$ cat config.mk
export PLATFORM = sky130hd
export DESIGN_NAME = mfs_scheduler
export DESIGN_NICKNAME = d
export VERILOG_FILES = /design/src/mfs_pkg.sv /design/src/mfs_scheduler.sv
export SDC_FILE = /design/constraint.sdc
export NUM_CORES = 1
export LEC_CHECK = 0
export BUFFER_PORTS_ARGS = -buffer_cell sky130_fd_sc_hd__buf_2
export CAP_MARGIN = 10
export CORE_AREA = 3 3 215 217
export CTS_CLUSTER_SIZE = 20
export DETAILED_ROUTE_END_ITERATION = 16
export DIE_AREA = 0 0 218 220
export PLACE_DENSITY = 0.65
export SETUP_SLACK_MARGIN = 0.15
export SLEW_MARGIN = 20
export SYNTH_ARGS = -nofsm -noshare
export SYNTH_HDL_FRONTEND = slang
export SYNTH_HIERARCHICAL = 1
export SYNTH_SLANG_ARGS = --single-unit
$ cat constraint.sdc
create_clock -name clock -period 9.14 [get_ports clock]
set_clock_uncertainty 0.1 [all_clocks]
set_input_delay 0.914 -clock clock [delete_from_list [all_inputs] [get_ports clock]]
set_output_delay 0.914 -clock clock [all_outputs]
set_load 0.01 [all_outputs]
$ cat src/mfs_pkg.sv
/*
 * Shared constants and types for the transmit frame check and
 * priority scheduler. Assumes one 100 MHz clock for every user.
 */
// How it works
// - check word covers whole frame, transmission order
// - generator polynomial is fixed degree 32
// - first sent bit is highest coefficient
// - first sixteen message bits are inverted
// - check word is inverted division remainder
// - check word sent highest power first
// - scheduler picks frame and start time
// - minimum gap 2.1 or 2.7 ms
// - slot lasts two preamble symbols
// - retry budget from segment count table
// - standard node has four priorities 0..3
// - low complexity node uses 0 and 2
// - application priorities 0..2, 3 emergency only
// - management frames always at priority 2
// - priority never beyond supported queue count
// - three data queues plus emergency queue
// - other profiles keep priorities 0 and 2
// - frame starts with its LLC priority
// - later segments may rise to 2
// - priority 2 and above never elevated
// - start soon after back-off expiry boundary
// - idle contention past limit sends at once
package mfs_pkg;

    localparam real CLK_MHZ = 100.0;

    localparam real MIN_GAP_B0_MS = 2.1;
    localparam real MIN_GAP_B1_MS = 2.7;
    localparam real CP_MAX_MS     = 250.0;
    localparam real TX_ON_US      = 10.0;

    // small epsilon keeps float noise from adding a cycle to a ceiling or dropping one from a floor
    localparam int MIN_GAP_B0_CYC = int'($ceil(MIN_GAP_B0_MS * CLK_MHZ * 1000.0 - 0.001));
    localparam int MIN_GAP_B1_CYC = int'($ceil(MIN_GAP_B1_MS * CLK_MHZ * 1000.0 - 0.001));
    localparam int CP_MAX_CYC     = int'($ceil(CP_MAX_MS * CLK_MHZ * 1000.0 - 0.001));
    localparam int TX_ON_CYC      = int'($floor(TX_ON_US * CLK_MHZ + 0.001));

    localparam int PREAMBLE_SYM_CYC = 64;
    localparam int SLOT_SYMBOLS     = 2;
    localparam int SLOT_CYC         = SLOT_SYMBOLS * PREAMBLE_SYM_CYC;

    localparam logic [31:0] FCW_POLY     = 32'h1EDC6F41;
    localparam int          FCW_W        = 32;
    localparam logic [4:0]  FCW_INV_BITS = 5'h10;

    localparam int         NUM_PRIO   = 4;
    localparam int         QUEUE_D    = 2;
    localparam int         DATA_FIFO_D = 4;
    localparam logic [1:0] PRIO_MGMT  = 2'h2;
    localparam logic [1:0] PRIO_EMERG = 2'h3;

    typedef enum logic [1:0] {
        KIND_APP    = 2'h0,
        KIND_MGMT   = 2'h1,
        KIND_EMERG  = 2'h2,
        KIND_BEACON = 2'h3
    } mfs_kind_t;

    typedef enum logic [1:0] {
        ST_GAP     = 2'h0,
        ST_CONTEND = 2'h1,
        ST_SEND    = 2'h2,
        ST_FCW     = 2'h3
    } mfs_state_t;

    typedef struct packed {
        mfs_kind_t  kind;
        logic [1:0] app_prio;
        logic [6:0] nseg;
        logic       later;
        logic       elevate;
    } mfs_req_t;

    typedef struct packed {
        logic [1:0] prio;
        logic [6:0] nseg;
    } mfs_desc_t;

    typedef struct packed {
        logic [1:0] prio;
        logic [6:0] nseg;
        logic [5:0] budget;
    } mfs_grant_t;

    typedef struct packed {
        logic [7:0] data;
        logic       last;
    } mfs_byte_t;

endpackage : mfs_pkg

$ cat src/mfs_scheduler.sv
/*
 * Data FIFO and the transmit scheduler with frame check word
 * generation, plus the receive check. Assumes the PHY and the
 * frame source run on the same clock; straps come from pins.
 */
`timescale 1ns/1ps
`default_nettype none

module mfs_fifo #(
    parameter int W = 9,
    parameter int D = 4
) (
    input  wire logic         clock,
    input  wire logic         rst,
    input  wire logic [W-1:0] in_data,
    input  wire logic         in_valid,
    output logic              in_ready,
    output logic [W-1:0]      out_data,
    output logic              out_valid,
    input  wire logic         out_ready
);
    localparam int AW = $clog2(D);

    logic [W-1:0]  mem_q [D];
    logic [AW-1:0] wr_q;
    logic [AW-1:0] rd_q;
    logic [AW:0]   cnt_q;
    logic [AW:0]   cnt_d;
    logic          push;
    logic          pop;

    assign push     = in_valid && in_ready;
    assign pop      = out_valid && out_ready;
    assign out_data = mem_q[rd_q];
    assign cnt_d    = cnt_q + (AW+1)'(push) - (AW+1)'(pop);

    always_ff @(posedge clock) begin
        if (push) begin
            mem_q[wr_q] <= in_data;
        end
    end

    always_ff @(posedge clock) begin
        if (rst) begin
            wr_q      <= '0;
            rd_q      <= '0;
            cnt_q     <= '0;
            in_ready  <= 1'b0;
            out_valid <= 1'b0;
        end else begin
            if (push) begin
                wr_q <= (wr_q == AW'(D - 1)) ? '0 : wr_q + 1'b1;
            end
            if (pop) begin
                rd_q <= (rd_q == AW'(D - 1)) ? '0 : rd_q + 1'b1;
            end
            cnt_q     <= cnt_d;
            in_ready  <= cnt_d < (AW+1)'(D);
            out_valid <= cnt_d != '0;
        end
    end
endmodule : mfs_fifo

module mfs_scheduler #(
    parameter int GAP0_CYC   = mfs_pkg::MIN_GAP_B0_CYC,
    parameter int GAP1_CYC   = mfs_pkg::MIN_GAP_B1_CYC,
    parameter int CP_MAX_CYC = mfs_pkg::CP_MAX_CYC
) (
    input  wire logic              clock,
    input  wire logic              rst,
    input  wire logic              low_profile,
    input  wire logic              bandplan_sel,
    input  wire logic              req_valid,
    input  wire mfs_pkg::mfs_req_t req,
    output logic                   req_ready,
    input  wire logic              data_valid,
    input  wire mfs_pkg::mfs_byte_t data,
    output logic                   data_ready,
    input  wire logic              medium_busy,
    input  wire logic              backoff_expire,
    output logic                   grant_valid,
    output mfs_pkg::mfs_grant_t    grant,
    output logic                   phy_bit,
    output logic                   phy_valid,
    output logic                   phy_last,
    input  wire logic              phy_ready,
    output logic [1:0]             phy_prio,
    output logic                   slot_tick,
    input  wire logic              rx_bit,
    input  wire logic              rx_valid,
    input  wire logic              rx_last,
    output logic                   rx_done,
    output logic                   rx_error
);
    function automatic logic [31:0] crc_step(input logic [31:0] c, input logic b);
        crc_step = {c[30:0], 1'b0} ^ ((b ^ c[31]) ? mfs_pkg::FCW_POLY : 32'h0);
    endfunction : crc_step

    function automatic logic [5:0] retry_budget(input logic [6:0] n);
        logic [6:0] r;
        r = 7'h00;
        if (n <= 7'h05) begin
            r = n * 7'h03;
        end else if (n <= 7'h0A) begin
            r = 7'h0F + n * 7'h02;
        end else if (n <= 7'h14) begin
            r = 7'h0F + n;
        end else if (n <= 7'h1F) begin
            r = 7'h23 + ((n - 7'h14) >> 1);
        end else if (n <= 7'h2E) begin
            r = 7'h29 + (n - 7'h20) / 7'h03;
        end else begin
            r = 7'h2E + ((n - 7'h2F) >> 2);
        end
        retry_budget = r[5:0];
    endfunction : retry_budget

    function automatic logic [1:0] assign_prio(input mfs_pkg::mfs_req_t r, input logic low);
        logic [1:0] p;
        p = 2'h0;
        unique case (r.kind)
            mfs_pkg::KIND_APP:  p = (r.app_prio == 2'h3) ? mfs_pkg::PRIO_MGMT : r.app_prio;
            mfs_pkg::KIND_MGMT: p = mfs_pkg::PRIO_MGMT;
            default:            p = mfs_pkg::PRIO_EMERG;
        endcase
        if (low) begin
            p = {p[1], 1'b0};
        end
        if (r.later && r.elevate && p < mfs_pkg::PRIO_MGMT) begin
            p = mfs_pkg::PRIO_MGMT;
        end
        assign_prio = p;
    endfunction : assign_prio

    // straps: three stages, change taken when stages two and three agree
    logic [1:0] cfg_s1_q;
    logic [1:0] cfg_s2_q;
    logic [1:0] cfg_s3_q;
    logic [1:0] cfg_q;

    always_ff @(posedge clock) begin
        if (rst) begin
            cfg_s1_q <= 2'h0;
            cfg_s2_q <= 2'h0;
            cfg_s3_q <= 2'h0;
            cfg_q    <= 2'h0;
        end else begin
            cfg_s1_q <= {low_profile, bandplan_sel};
            cfg_s2_q <= cfg_s1_q;
            cfg_s3_q <= cfg_s2_q;
            if (cfg_s2_q == cfg_s3_q) begin
                cfg_q <= cfg_s3_q;
            end
        end
    end

    mfs_pkg::mfs_state_t st_q;
    mfs_pkg::mfs_desc_t  s_desc_q;
    mfs_pkg::mfs_desc_t  q_mem_q [mfs_pkg::NUM_PRIO][mfs_pkg::QUEUE_D];
    mfs_pkg::mfs_desc_t  pick;
    mfs_pkg::mfs_byte_t  byte_q;
    mfs_pkg::mfs_byte_t  fifo_out;
    logic                s_v_q;
    logic [1:0]          q_cnt_q [mfs_pkg::NUM_PRIO];
    logic                q_wr_q  [mfs_pkg::NUM_PRIO];
    logic                q_rd_q  [mfs_pkg::NUM_PRIO];
    logic                move;
    logic                any;
    logic [1:0]          sel;
    logic                go;
    logic                accept;
    logic                adv;
    logic                fifo_valid;
    logic                fifo_pop;
    logic                byte_v_q;
    logic [2:0]          bidx_q;
    logic [31:0]         crc_q;
    logic [4:0]          mcnt_q;
    logic [4:0]          fcnt_q;
    logic [18:0]         gap_cnt_q;
    logic [24:0]         cp_cnt_q;
    logic                busy_seen_q;
    logic [15:0]         slot_cnt_q;
    logic                inv;

    assign accept   = req_valid && req_ready;
    assign move     = s_v_q && (q_cnt_q[s_desc_q.prio] != 2'h2);
    assign adv      = !phy_valid || phy_ready;
    assign fifo_pop = (st_q == mfs_pkg::ST_SEND) && !byte_v_q && fifo_valid;
    assign inv      = mcnt_q < mfs_pkg::FCW_INV_BITS;

    always_comb begin
        any = 1'b0;
        sel = 2'h0;
        for (int i = 0; i < mfs_pkg::NUM_PRIO; i++) begin
            if (q_cnt_q[i] != 2'h0) begin
                any = 1'b1;
                sel = 2'(i);
            end
        end
        pick = q_mem_q[sel][q_rd_q[sel]];
    end

    assign go = (st_q == mfs_pkg::ST_CONTEND) && any
             && (backoff_expire || (cp_cnt_q >= 25'(CP_MAX_CYC) && !busy_seen_q));

    // staging register keeps req_ready a flop
    always_ff @(posedge clock) begin
        if (rst) begin
            s_v_q     <= 1'b0;
            s_desc_q  <= '0;
            req_ready <= 1'b0;
        end else begin
            if (accept) begin
                s_v_q <= 1'b1;
                s_desc_q <= '{prio: assign_prio(req, cfg_q[1]), nseg: req.nseg};
            end else if (move) begin
                s_v_q <= 1'b0;
            end
            req_ready <= !((s_v_q && !move) || accept);
        end
    end

    always_ff @(posedge clock) begin
        if (rst) begin
            for (int i = 0; i < mfs_pkg::NUM_PRIO; i++) begin
                q_cnt_q[i] <= 2'h0;
                q_wr_q[i]  <= 1'b0;
                q_rd_q[i]  <= 1'b0;
            end
        end else begin
            for (int i = 0; i < mfs_pkg::NUM_PRIO; i++) begin
                if (move && s_desc_q.prio == 2'(i)) begin
                    q_mem_q[i][q_wr_q[i]] <= s_desc_q;
                    q_wr_q[i] <= !q_wr_q[i];
                end
                if (go && sel == 2'(i)) begin
                    q_rd_q[i] <= !q_rd_q[i];
                end
                q_cnt_q[i] <= q_cnt_q[i] + 2'(move && s_desc_q.prio == 2'(i))
                                         - 2'(go && sel == 2'(i));
            end
        end
    end

    mfs_fifo #(
        .W($bits(mfs_pkg::mfs_byte_t)),
        .D(mfs_pkg::DATA_FIFO_D)
    ) u_fifo (
        .clock     (clock),
        .rst       (rst),
        .in_data   (data),
        .in_valid  (data_valid),
        .in_ready  (data_ready),
        .out_data  (fifo_out),
        .out_valid (fifo_valid),
        .out_ready (fifo_pop)
    );

    always_ff @(posedge clock) begin
        if (rst) begin
            st_q <= mfs_pkg::ST_GAP;
        end else begin
            unique case (st_q)
                mfs_pkg::ST_GAP: begin
                    if (gap_cnt_q == 19'(cfg_q[0] ? GAP1_CYC - 1 : GAP0_CYC - 1)) begin
                        st_q <= mfs_pkg::ST_CONTEND;
                    end
                end
                mfs_pkg::ST_CONTEND: begin
                    if (go) begin
                        st_q <= mfs_pkg::ST_SEND;
                    end
                end
                mfs_pkg::ST_SEND: begin
                    if (adv && byte_v_q && bidx_q == 3'h7 && byte_q.last) begin
                        st_q <= mfs_pkg::ST_FCW;
                    end
                end
                mfs_pkg::ST_FCW: begin
                    if (adv && fcnt_q == 5'h1F) begin
                        st_q <= mfs_pkg::ST_GAP;
                    end
                end
            endcase
        end
    end

    // contention timers restart at each period start
    always_ff @(posedge clock) begin
        if (rst) begin
            gap_cnt_q   <= '0;
            cp_cnt_q    <= '0;
            busy_seen_q <= 1'b0;
            slot_cnt_q  <= '0;
            slot_tick   <= 1'b0;
        end else begin
            gap_cnt_q <= (st_q == mfs_pkg::ST_GAP) ? gap_cnt_q + 19'h1 : '0;
            if (st_q != mfs_pkg::ST_CONTEND) begin
                cp_cnt_q    <= '0;
                busy_seen_q <= 1'b0;
                slot_cnt_q  <= '0;
                slot_tick   <= 1'b0;
            end else begin
                if (cp_cnt_q != 25'h1FFFFFF) begin
                    cp_cnt_q <= cp_cnt_q + 25'h1;
                end
                busy_seen_q <= busy_seen_q || medium_busy;
                slot_tick  <= slot_cnt_q == 16'(mfs_pkg::SLOT_CYC - 1);
                slot_cnt_q <= (slot_cnt_q == 16'(mfs_pkg::SLOT_CYC - 1)) ? '0
                            : slot_cnt_q + 16'h1;
            end
        end
    end

    always_ff @(posedge clock) begin
        if (rst) begin
            grant_valid <= 1'b0;
            grant       <= '0;
            phy_prio    <= 2'h0;
        end else begin
            grant_valid <= go;
            if (go) begin
                grant    <= '{prio: pick.prio, nseg: pick.nseg,
                              budget: retry_budget(pick.nseg)};
                phy_prio <= pick.prio;
            end
        end
    end

    always_ff @(posedge clock) begin
        if (rst) begin
            byte_v_q  <= 1'b0;
            byte_q    <= '0;
            bidx_q    <= 3'h0;
            crc_q     <= '0;
            mcnt_q    <= 5'h0;
            fcnt_q    <= 5'h0;
            phy_bit   <= 1'b0;
            phy_valid <= 1'b0;
            phy_last  <= 1'b0;
        end else begin
            if (fifo_pop) begin
                byte_v_q <= 1'b1;
                byte_q   <= fifo_out;
                bidx_q   <= 3'h0;
            end
            if (st_q == mfs_pkg::ST_CONTEND) begin
                crc_q  <= '0;
                mcnt_q <= 5'h0;
                fcnt_q <= 5'h0;
            end
            if (adv) begin
                phy_valid <= 1'b0;
                phy_last  <= 1'b0;
                if (st_q == mfs_pkg::ST_SEND && byte_v_q) begin
                    phy_bit   <= byte_q.data[bidx_q];
                    phy_valid <= 1'b1;
                    crc_q     <= crc_step(crc_q, byte_q.data[bidx_q] ^ inv);
                    mcnt_q    <= inv ? mcnt_q + 5'h1 : mcnt_q;
                    bidx_q    <= bidx_q + 3'h1;
                    if (bidx_q == 3'h7) begin
                        byte_v_q <= 1'b0;
                    end
                end else if (st_q == mfs_pkg::ST_FCW) begin
                    phy_bit   <= ~crc_q[31];
                    phy_valid <= 1'b1;
                    phy_last  <= fcnt_q == 5'h1F;
                    crc_q     <= {crc_q[30:0], 1'b0};
                    fcnt_q    <= fcnt_q + 5'h1;
                end
            end
        end
    end

    // receive check: last 32 bits held back as the check word
    logic [31:0] rx_dl_q;
    logic [31:0] rx_crc_q;
    logic [31:0] rx_crc_d;
    logic [5:0]  rx_cnt_q;
    logic [4:0]  rx_m_q;
    logic        rx_full;
    logic        rx_inv;

    assign rx_full  = rx_cnt_q == 6'h20;
    assign rx_inv   = rx_m_q < mfs_pkg::FCW_INV_BITS;
    assign rx_crc_d = crc_step(rx_crc_q, rx_dl_q[31] ^ rx_inv);

    always_ff @(posedge clock) begin
        if (rst) begin
            rx_dl_q  <= '0;
            rx_crc_q <= '0;
            rx_cnt_q <= 6'h0;
            rx_m_q   <= 5'h0;
            rx_done  <= 1'b0;
            rx_error <= 1'b0;
        end else begin
            rx_done <= rx_valid && rx_last;
            if (rx_valid && rx_last) begin
                rx_error <= !rx_full || ({rx_dl_q[30:0], rx_bit} != ~rx_crc_d);
                rx_dl_q  <= '0;
                rx_crc_q <= '0;
                rx_cnt_q <= 6'h0;
                rx_m_q   <= 5'h0;
            end else if (rx_valid) begin
                rx_dl_q <= {rx_dl_q[30:0], rx_bit};
                if (rx_full) begin
                    rx_crc_q <= rx_crc_d;
                    rx_m_q   <= rx_inv ? rx_m_q + 5'h1 : rx_m_q;
                end else begin
                    rx_cnt_q <= rx_cnt_q + 6'h1;
                end
            end
        end
    end
endmodule : mfs_scheduler

`default_nettype wire

# Word level (Yosys, flattened, before mapping)
# Memories as Yosys holds them, arrays and structs flattened. A register that Yosys moved wholly into a read port is not among the register bits.
# Cells that the tools add are included.
[classes]
div = 1
n_eq_ne = 28
order_cmp = 20
n_reduce_logical = 72
n_bitwise = 27
mul = 1
muxes = 124
n_addsub = 28
[op_table]
columns = ["op", "count"]
rows = [
  ["two-way mux 18 bit", 10],
  ["two-way mux 32 bit", 4],
  ["bitwise XOR 32 x 29 -> 32 bit", 2],
  ["two-way mux 9 bit", 7],
  ["two-way mux 29 bit", 2],
  ["two-way mux 1 bit", 56],
  ["OR reduction 18 bit", 3],
  ["two-way mux 2 bit", 21],
  ["two-way mux 5 bit", 8],
  ["demux 9 bit (select 1 bit)", 4],
  ["inequality test 32 bit", 1],
  ["inverter 32 bit", 1],
  ["logical AND 1 bit", 30],
  ["two-way mux 6 bit", 5],
  ["adder 25 x 1 -> 25 bit, second input constant", 1],
  [">= comparator 25 bit, second input constant", 1],
  ["inequality test 25 bit, second input constant", 1],
  ["adder 19 x 1 -> 19 bit, second input constant", 1],
  ["== test 19 bit", 1],
  ["two-way mux 19 bit", 1],
  ["== test 2 bit, second input constant", 9],
  ["adder 16 x 1 -> 16 bit, second input constant", 1],
  ["== test 16 x 7 -> 1 bit, second input constant", 1],
  ["adder 5 x 1 -> 5 bit, second input constant", 3],
  ["50 further kinds", 127],
]
[word_totals]
output_inout_bits = 26
n_memories = 5
input_bits = 34
ramBits = 124
regBits = 234
[mem_list]
columns = ["memory", "depth", "word_bits", "read_ports", "rd_ports_with_merged_regs", "write_ports", "line_no", "source"]
rows = [
  ["q_mem_q", 4, 18, 1, 0, 1, "mfs_scheduler.sv:159", "mfs_pkg::mfs_desc_t q_mem_q [mfs_pkg::NUM_PRIO][mfs_pkg::QUEUE_D];"],
  ["u_fifo.mem_q", 4, 9, 1, 1, 1, "mfs_scheduler.sv:24", "logic [W-1:0] mem_q [D];"],
  ["q_cnt_q", 4, 2, 5, 1, 4, "mfs_scheduler.sv:164", "logic [1:0] q_cnt_q [mfs_pkg::NUM_PRIO];"],
  ["q_rd_q", 4, 1, 5, 0, 4, "mfs_scheduler.sv:166", "logic q_rd_q [mfs_pkg::NUM_PRIO];"],
  ["q_wr_q", 4, 1, 4, 0, 4, "mfs_scheduler.sv:165", "logic q_wr_q [mfs_pkg::NUM_PRIO];"],
]

# Logic depth before layout (Yosys ltp)
# Gate-level depths: netlist of run 1.
# An unclocked memory read counts as a cell.
[logic_depth]
word_depth = 18
ltp_mapped = 35
mapped_depth_nobuf = 30

# Cells and area by module
# The synthesis of run 1 kept the hierarchy.
[by_module_without_submodules]
columns = ["module", "instances", "cells_per_inst", "area_per_inst_um2"]
rows = [
  ["mfs_scheduler", 1, 1736, 15930.3],
  ["mfs_fifo", 1, 98, 1834.3],
]

# Least setup slack after synthesis of run 1
# No wires, ideal clock.
[synth_path]
path_type = "reg2reg"
from = "mem q_rd_q[0]"
to = "reg grant[1] (netlist name)"
setup_ns = 0.132
setup_slack_ns = 2.010
arrival_ns = 6.898
stages_incl_launch_ff = 34
period_less_slack_ns = 7.130
path_cell_list = "edfxtp_1 -> or3b_1 -> and3_1 -> nor2_1 -> buf_2 -> a211oi_1 -> a21oi_1 -> ha_1 -> clkbuf_1 -> clkinv_1 -> and3_1 -> clkbuf_2 -> xnor2_1 -> a22oi_1 -> o21ai_2 -> a2111oi_4 -> a21oi_1 -> ha_1 -> nand2_1 -> nand2_1 -> nor4_2 -> o21ai_2 -> xnor2_1 -> ha_1 -> a21oi_1 -> and3_1 -> o21ai_0 -> ha_1 -> o211ai_1 -> o21ai_0 -> a21oi_1 -> a21oi_1 -> o221ai_1 -> a21oi_1"
[synth_lines]
columns = ["item", "line_no", "source"]
rows = [
  ["start: declaration", "mfs_scheduler.sv:166", ""],
  ["end signal: assignment", "mfs_scheduler.sv:324", "grant <= '{prio: pick.prio, nseg: pick.nseg,"],
  ["end: declaration", "mfs_scheduler.sv:82", "output mfs_pkg::mfs_grant_t grant,"],
]

==> results by group, run 1 <==
Critical path
  • CP Launch Point: q_cnt_q[2][0]$_SDFF_PP0_
  • CP Capture Point: grant[1]$_SDFFE_PP0P_
  • WS Path Type: flop to flop
  • Worst r2r src: q_cnt_q[2][0]$_SDFF_PP0_
  • Critical path capture point type: flop
  • R2r worst-path depth: 30
  • R2r setup slk: ~1 ns
  • Max incr delay on CP: around 0.6 ns
  • Most frequent CP cell: a21oi_1
  • CP arrival: 8.44 ns
  • WP buf/inv: 0
  • Top delay family on crit path: compound AO/OA/AOI/OAI gates
  • Levels on crit path: 30
  • Nature of the critical path startpoint: flop
  • Worst Path Max Fanout: 12
  • Worst path required time: 9.45 ns
  • Slowest-stage cell, CP: or4_4
  • R2R Path End: grant[1]$_SDFFE_PP0P_

Final layout
  • Area of the multi-input gates: 8600 um2
  • Layout cells sized above 1: about 11%
  • Layout fillers: between 4,000 and 5,000
  • Final std cells w/o fill: 2,496
  • Syn-to-layout area delta: 13.0%
  • Fin area: 20,100 um2
  • Utilization after layout: 45.3%
  • Nets: between 1,500 and 2,000
  • Register Area: roughly 8600 um2

Yosys
  • Yosys warns: 6
  • Post-synth EDFFs: 116
  • Mapped Nets: 1,931
  • Syn Area/Cell: between 9 and 10 um2
  • Cells after synthesis: around 1,800
  • Post-synthesis mux area share: about 4.4%
  • Async SR Flop Fraction: 0%
  • Post-synthesis sequential area ratio: 48.3%
  • Post-synth cell types: 93
  • Largest family of logic cells by synthesized area: simple AND/OR/NAND/NOR gates
  • Synthesized flop and latch total: 371
  • Synth Area in Compound Gates: 12.7%
  • Post-Syn Area: 17,800 um2
  • Adder-Cell Fraction of Synth Area: 4.52%
  • Post-Synth XOR/XNOR Area: 8.22%
  • Ys flop type: dfxtp_1
  • Simple-gate share of the synthesized area: between 10% and 20%

Job
  • Max Cap Viol: 0

Clock tree
  • Clock root cell: clkbuf_16
  • CTS tree: built
  • TritonCTS buffer count: 40
  • Register clock-pin slew on the reported worst setup and hold paths: 0.06 ns
  • CTS sink cnt: 371
  • Clk_lat worst skew: 0.57 ns
  • CTS H-tree lvls: 2
  • Max clock buf depth: 3

Drt
  • Residual DRC: 0
  • Vias per Instance: 5.29
  • Routed Antenna Nets: 0
  • Initial DRC Count: 1,043
  • Via count: 13,200
  • WL per Instance: 15.5 um
  • Final WL: 38,800 um
  • Initial DRT Pass Iterations: 5

STA
  • Worst slew pin tran: roughly 1.0 ns
  • RSZ-0062 raised after global routing: no
  • Slew HR: between 30% and 40%
  • Timing-limited maximum frequency: 123 MHz
  • Final max-slew violation count: 0
  • Setup TNS Final: 0 ns
  • Fin. Hold Viols: 0
  • Worst hold margin: roughly 0.33 ns
  • Post-layout min period: 8.13 ns
  • Worst Setup Slack, final: 1.01 ns
  • Final setup fails: 0
  • Fin crit share: 89.0%

Place
  • Post-detail-place hpwl: 26,200 um
  • Dpl cells: 2,422
  • DP Worst Slack: 0.784 ns
  • PortBufs: around 60
  • DP Area: 18,600 um2
  • RD Place Congestion: 0.855

Global routing
  • Antenna violations before repair: 1
  • GRT overflow: 0
  • Vias in the first global route: 12,700
  • GRT Total Usage: 16.1%
  • First-pass GRT wire length: around 64,000 um
  • Largest net degree at the start of global routing: 76

Power and ir drop
  • Largest vdd supply drop: 0.145 mV
  • Static Leak: 7.55 nW
  • Final Power: 3.95 mW
  • PD cells: 197 nW/um2

Die
  • Die width: roughly 220 um
  • Starting density of the core: around two fifths
  • Die height: 220 um
  • Boundary pin count: 60
  • Core Footprint: 44,300 um2
  • Die ar.: 48,000 um2
  • Row count: 77

Min path
  • Hold path depth: 1
  • Hold Crit Class: flop to flop

Outcome
  • Outcome: finished, final reports clean
## where the power goes
group / leakage [nW] / switching (mW) / internal, mW / total [mW]
Clock: 0.714 / 0.670 / 1.09 / 1.76
Sequential: 3.15 / 0.0253 / 1.73 / 1.75
Combinational: 3.69 / 0.276 / 0.158 / 0.434
Total: 7.55 / 0.971 / 2.98 / 3.95
## cell usage in the layout, fill, tap and decap left out, drive strengths merged, types with 12 or more instances in the layout
cell / n
xnor2: 76
a22oi: 12
nor2: 255
nor3b: 41
and3: 25
buf: 83
edfxtp: 116
nor2b: 19
nor3: 37
nand4: 14
dfxtp: 255
clkbuf: 58
inv: 57
xor2: 88
nand2: 174
a21oi: 152
ha: 61
a211oi: 12
nand2b: 18
nor4: 14
o21ai: 51
nand3: 49
mux2i: 48
## per-layer routing
layer	global-route usage, %	up-vias	share of wire [%]
li1	-	6533	-
met1	20.9	6326	46
met2	27.3	266	48
met3	2.61	70	4.4
met4	5.89	0	2.5
met5	0	-	0
## Yosys cell counts (5+ instances only)
| cell | count | area, um2 |
|---|---|---|
| nand3_1 | 49 | 245 |
| mux4_2 | 11 | 248 |
| a31oi_1 | 8 | 50.1 |
| a211oi_1 | 8 | 60.1 |
| xnor2_1 | 76 | 666 |
| ha_1 | 61 | 763 |
| buf_1 | 10 | 37.5 |
| dfxtp_1 | 255 | 5100 |
| edfxtp_1 | 116 | 3480 |
| and2_1 | 7 | 43.8 |
| a21o_1 | 7 | 52.6 |
| a311oi_1 | 5 | 43.8 |
| nor3b_1 | 41 | 308 |
| a221o_1 | 5 | 50.1 |
| nand3b_1 | 5 | 37.5 |
| o21a_1 | 6 | 45.0 |
| or2_2 | 8 | 50.1 |
| mux2i_1 | 48 | 480 |
| nor2b_1 | 19 | 119 |
| o2111ai_1 | 6 | 52.6 |
| xor2_1 | 88 | 771 |
| nand2b_1 | 18 | 113 |
| nor4_1 | 12 | 75.1 |
| buf_6 | 8 | 90.1 |
| and3_1 | 25 | 156 |
| o211ai_1 | 11 | 82.6 |
| or3_1 | 9 | 56.3 |
| inv_1 | 53 | 199 |
| o21ai_0 | 44 | 220 |
| a22oi_1 | 12 | 90.1 |
| nor3_1 | 37 | 185 |
| clkbuf_1 | 57 | 214 |
| a21oi_1 | 152 | 761 |
| nor2_1 | 253 | 950 |
| nand4_1 | 14 | 87.6 |
| nand2_1 | 174 | 653 |
| buf_2 | 7 | 35.0 |
## state kept, by name, indices dropped and copies added, names as in the netlist, 3 cells and up, named ones only
signal,flops
byte_q,9
fcnt_q,5
rx_crc_q,32
gap_cnt_q,19
u_fifo/cnt_q,3
u_fifo/mem_q,36
q_rd_q,4
grant,13
rx_dl_q,32
s_desc_q,9
rx_cnt_q,6
q_wr_q,4
slot_cnt_q,16
mcnt_q,5
bidx_q,3
crc_q,32
q_mem_q,72
q_cnt_q,8
rx_m_q,5
cp_cnt_q,25
## worst min path at each step
stage	from	endpoint	slack (ns)
floorplan	gap_cnt_q[0]$_SDFF_PP0_	gap_cnt_q[0]$_SDFF_PP0_	0.31
finish	cfg_s1_q[1]$_SDFF_PP0_	cfg_s2_q[1]$_SDFF_PP0_	0.33
global placement	cfg_s1_q[1]$_SDFF_PP0_	cfg_s2_q[1]$_SDFF_PP0_	0.32
detailed placement	cfg_s1_q[1]$_SDFF_PP0_	cfg_s2_q[1]$_SDFF_PP0_	0.32
CTS	cfg_s1_q[1]$_SDFF_PP0_	cfg_s2_q[1]$_SDFF_PP0_	0.34
global route	cfg_s1_q[0]$_SDFF_PP0_	cfg_s2_q[0]$_SDFF_PP0_	0.36
## cell families after synthesis
group	Yosys count
xor+xnor	165
mux	63
compound gates	338
flops	371
simple gates	691
buf+inv	143
fa+ha+maj	63
## timing repair
action | CTS | global route
setup endpoints to repair | 0 | 1
setup buffers | 0 | 0
hold buffers | 0 | 0
resized for setup | 0 | 3
## final cells by class
| cell class | instances | share of cell area (%) |
|---|---|---|
| flip-flops and latches | 371 | 42.8 |
| well taps | 592 | 3.69 |
| clock buffers | 58 | 5.99 |
| clock inverters | 15 | 1.27 |
| multi-input cells | 1320 | 42.8 |
| diodes | 1 | 0.0125 |
| repair buffers | 83 | 2.38 |
| inverters | 56 | 1.06 |
(Power assumes the default switching activity.)
==> run 2: changes to the inputs <==
--- a/config.mk
+++ b/config.mk
@@ -9,6 +9,6 @@
 export CAP_MARGIN = 10
-export CORE_AREA = 3 3 215 217
+export CORE_AREA = 2 2 214 216
 export CTS_CLUSTER_SIZE = 20
 export DETAILED_ROUTE_END_ITERATION = 16
-export DIE_AREA = 0 0 218 220
+export DIE_AREA = 0 0 216 218
 export PLACE_DENSITY = 0.65
==> constraint.sdc (replaced) <==
create_clock -name clock -period 9.14 [get_ports clock]
set_clock_uncertainty 0.1 [all_clocks]
set_input_delay 0 -clock clock [delete_from_list [all_inputs] [get_ports clock]]
set_output_delay 0 -clock clock [all_outputs]
set_load 0.01 [all_outputs]
==> results by group, run 2 (synthesis gave the netlist of run 1 again) <==
Outcome
  • Outcome: finished, final reports clean

Final layout
  • Syn-to-layout area delta: 14.6%
  • Most frequent cells in the layout: dfxtp_1, nor2_1, nand2_1, a21oi_1, edfxtp_1
  • Final std cells w/o fill: 2,546 (+2.0%)
  • Nets: 2,013 (+2.2%)
  • Number of diodes: 0 (-1)
  • Most common cell after layout, fill and taps aside: dfxtp_1
  • Layout cells sized above 1: 10.6% (-0.45 points)
  • Largest register FFs: 72 (unchanged)
  • Layout fillers: 4,272 (+1.3%)

Die
  • Die ar.: 47,100 um2 (-1.8%)
  • Die height: 218 um (-0.91%)
  • Core Footprint: 44,900 um2 (+1.3%)
  • Die width: 216 um (-0.92%)
  • Starting density of the core: 39.6% (-0.51 points)
  • Row count: 78 (+1.3%)
  • Boundary pin count: 60 (unchanged)

Clock tree
  • Register clock-pin slew on the reported worst setup and hold paths: 0.06 ns (about the same)
  • Clock root cell: clkbuf_16
  • CTS sink cnt: 371 (unchanged)
  • Post-CTS Setup Repair Bufs: 0 (unchanged)
  • CTS tree: built
  • CTS H-tree lvls: 2 (unchanged)
  • Clk_lat worst skew: 0.55 ns (-0.02 ns)
  • Max clock buf depth: 3 (unchanged)
  • TritonCTS buffer count: 40 (unchanged)

STA
  • Setup TNS Final: 0 ns (unchanged)
  • Fin crit share: 90.6% (+1.6 points)
  • Post-layout min period: 8.28 ns (+0.147 ns)
  • RSZ-0062 raised after global routing: no
  • Slew HR: 31.8% (-1.1 points)
  • Fin. Hold Viols: 0 (unchanged)
  • Final setup fails: 0 (unchanged)
  • Final max-slew violation count: 0 (unchanged)
  • Worst hold margin: 0.0493 ns (-0.285 ns)
  • Timing-limited maximum frequency: 121 MHz (-1.8%)
  • Worst slew pin tran: 1.01 ns (+0.0171 ns)

Job
  • Max Cap Viol: 0 (unchanged)

Drt
  • Routed Antenna Nets: 0 (unchanged)
  • Initial DRC Count: 848 (-19%)
  • Residual DRC: 0 (unchanged)
  • Via count: 13,200 (+0.36%)
  • WL per Instance: 15.3 um (-1.3%)
  • Initial DRT Pass Iterations: 5 (unchanged)
  • Vias per Instance: 5.20 (-1.6%)
  • Final WL: 39,100 um (+0.63%)

Global routing
  • Largest net degree at the start of global routing: 76 (unchanged)
  • Met1 global-route usage: 21.7% (+0.74 points)
  • M3 GR Usage: 2.71% (+0.10 points)
  • Most Used Layer, Global Route: met2
  • GRT Total Usage: 16.8% (+0.61 points)
  • Vias in the first global route: 13,100 (+3.8%)
  • Antenna violations before repair: 0 (-1)
  • GRT overflow: 0 (unchanged)
  • First-pass GRT wire length: 65,500 um (+2.1%)
  • Met2 GRT Util: 28.5% (+1.3 points)

Critical path
  • CP arrival: 8.60 ns (+0.16 ns)
  • Worst path required time: 9.46 ns (about the same)
  • WS Path Type: flop to flop
  • R2r worst-path depth: 32 (+6.7%)
  • Worst Path Max Fanout: 17 (+5)
  • Max incr delay on CP: 0.57 ns (-0.03 ns)
  • Most frequent CP cell: a21oi_1
  • Nature of the critical path startpoint: flop
  • Slowest-stage cell, CP: a2111oi_4
  • Critical path capture point type: flop

Min path
  • Hold path depth: 4 (+3)
  • Hold Crit Class: primary input to flop

Power and ir drop
  • PD cells: 187 nW/um2 (-5.0%)
  • Static Leak: 7.65 nW (+1.4%)
  • Final Power: 3.80 mW (-3.6%)
  • Largest vdd supply drop: 0.149 mV (+2.5%)

Place
  • Post-detail-place hpwl: 26,400 um (+0.57%)
  • RD Place Congestion: 0.877 (+2.5%)
  • PortBufs: 59 (unchanged)
  • Dpl cells: 2,431 (+0.37%)
==> run 2: cell types whose count changed in the layout (fill, tap and decap cells not counted), moves of 2 or more <==
| cell | delta |
|---|---|
| bufinv_16 | -3 |
| clkinvlp_4 | +2 |
| clkinv_2 | +4 |
| clkbuf_1 | +2 |
| dlygate4sd3_1 | +43 |
| clkbuf_8 | -3 |
| clkinvlp_2 | +2 |
| clkbuf_16 | -2 |
==> run 2: layout make-up <==
class / instances / area, um2 / share of cell area, %
Inverter: 56 / 213 / 1.04
Clock buffer: 54 / 1110 / 5.48
Sequential cell: 371 / 8590 / 42.2
Multi-Input combinational cell: 1320 / 8590 / 42.2
Timing Repair Buffer: 127 / 916 / 4.50
Tap cell: 600 / 751 / 3.69
Clock inverter: 18 / 185 / 0.909
==> run 2: power breakdown <==
part           switching (mW)  internal, mW  leakage [nW]
combinational           0.284         0.170          3.88
sequential             0.0261          1.73          3.15
clock                   0.653         0.944         0.628
total                   0.963          2.84          7.65
==> run 2: through the flow <==
step | setup slack [ns] | cell area [um2] | util [%]
2_1_floorplan | 2.01 | 17800 | -
3_3_place_gp | 1.19 | 18600 | 41.5
3_5_place_dp | 0.998 | 18600 | 41.5
4_1_cts | 0.948 | 20400 | 45.3
5_1_grt | 0.183 | 20400 | 45.4
6_report | 0.863 | 20400 | 45.4
==> run 2: worst paths after layout <==
kind	startpoint	to	slack [ns]
setup / recovery	q_cnt_q[1][1]$_SDFF_PP0_	grant[1]$_SDFFE_PP0P_	0.86
hold / removal	rx_valid	rx_done$_SDFF_PP0_	0.05
setup reg to reg	q_cnt_q[1][1]$_SDFF_PP0_	grant[1]$_SDFFE_PP0P_	0.86
hold reg to reg	cfg_s1_q[0]$_SDFF_PP0_	cfg_s2_q[0]$_SDFF_PP0_	0.35
==> run 2: timing repair <==
item | CTS | global route
setup endpoints to repair | 0 | 1
gates resized for setup | 0 | 1
hold buffers | 43 | 0
hold endpoints to repair | 96 | 0
==> run 2: worst max-delay path, delay by kind of cell (launching register included) <==
family,cells,cell delay [ns]
adders and majority gates,4,1.13
AOI/OAI and AO/OA,14,2.66
xor gates and xnor gates,2,0.43
DFF,1,0.43
and+or+nand+nor,9,2.58
muxes,1,0.24
buffers and inverters,2,0.55
==> run 2: metal layers <==
metal	routed length, um	share of wire (%)
met5	0	0
met4	977	2.5
met3	1550	4.0
met2	18500	47
met1	18000	46
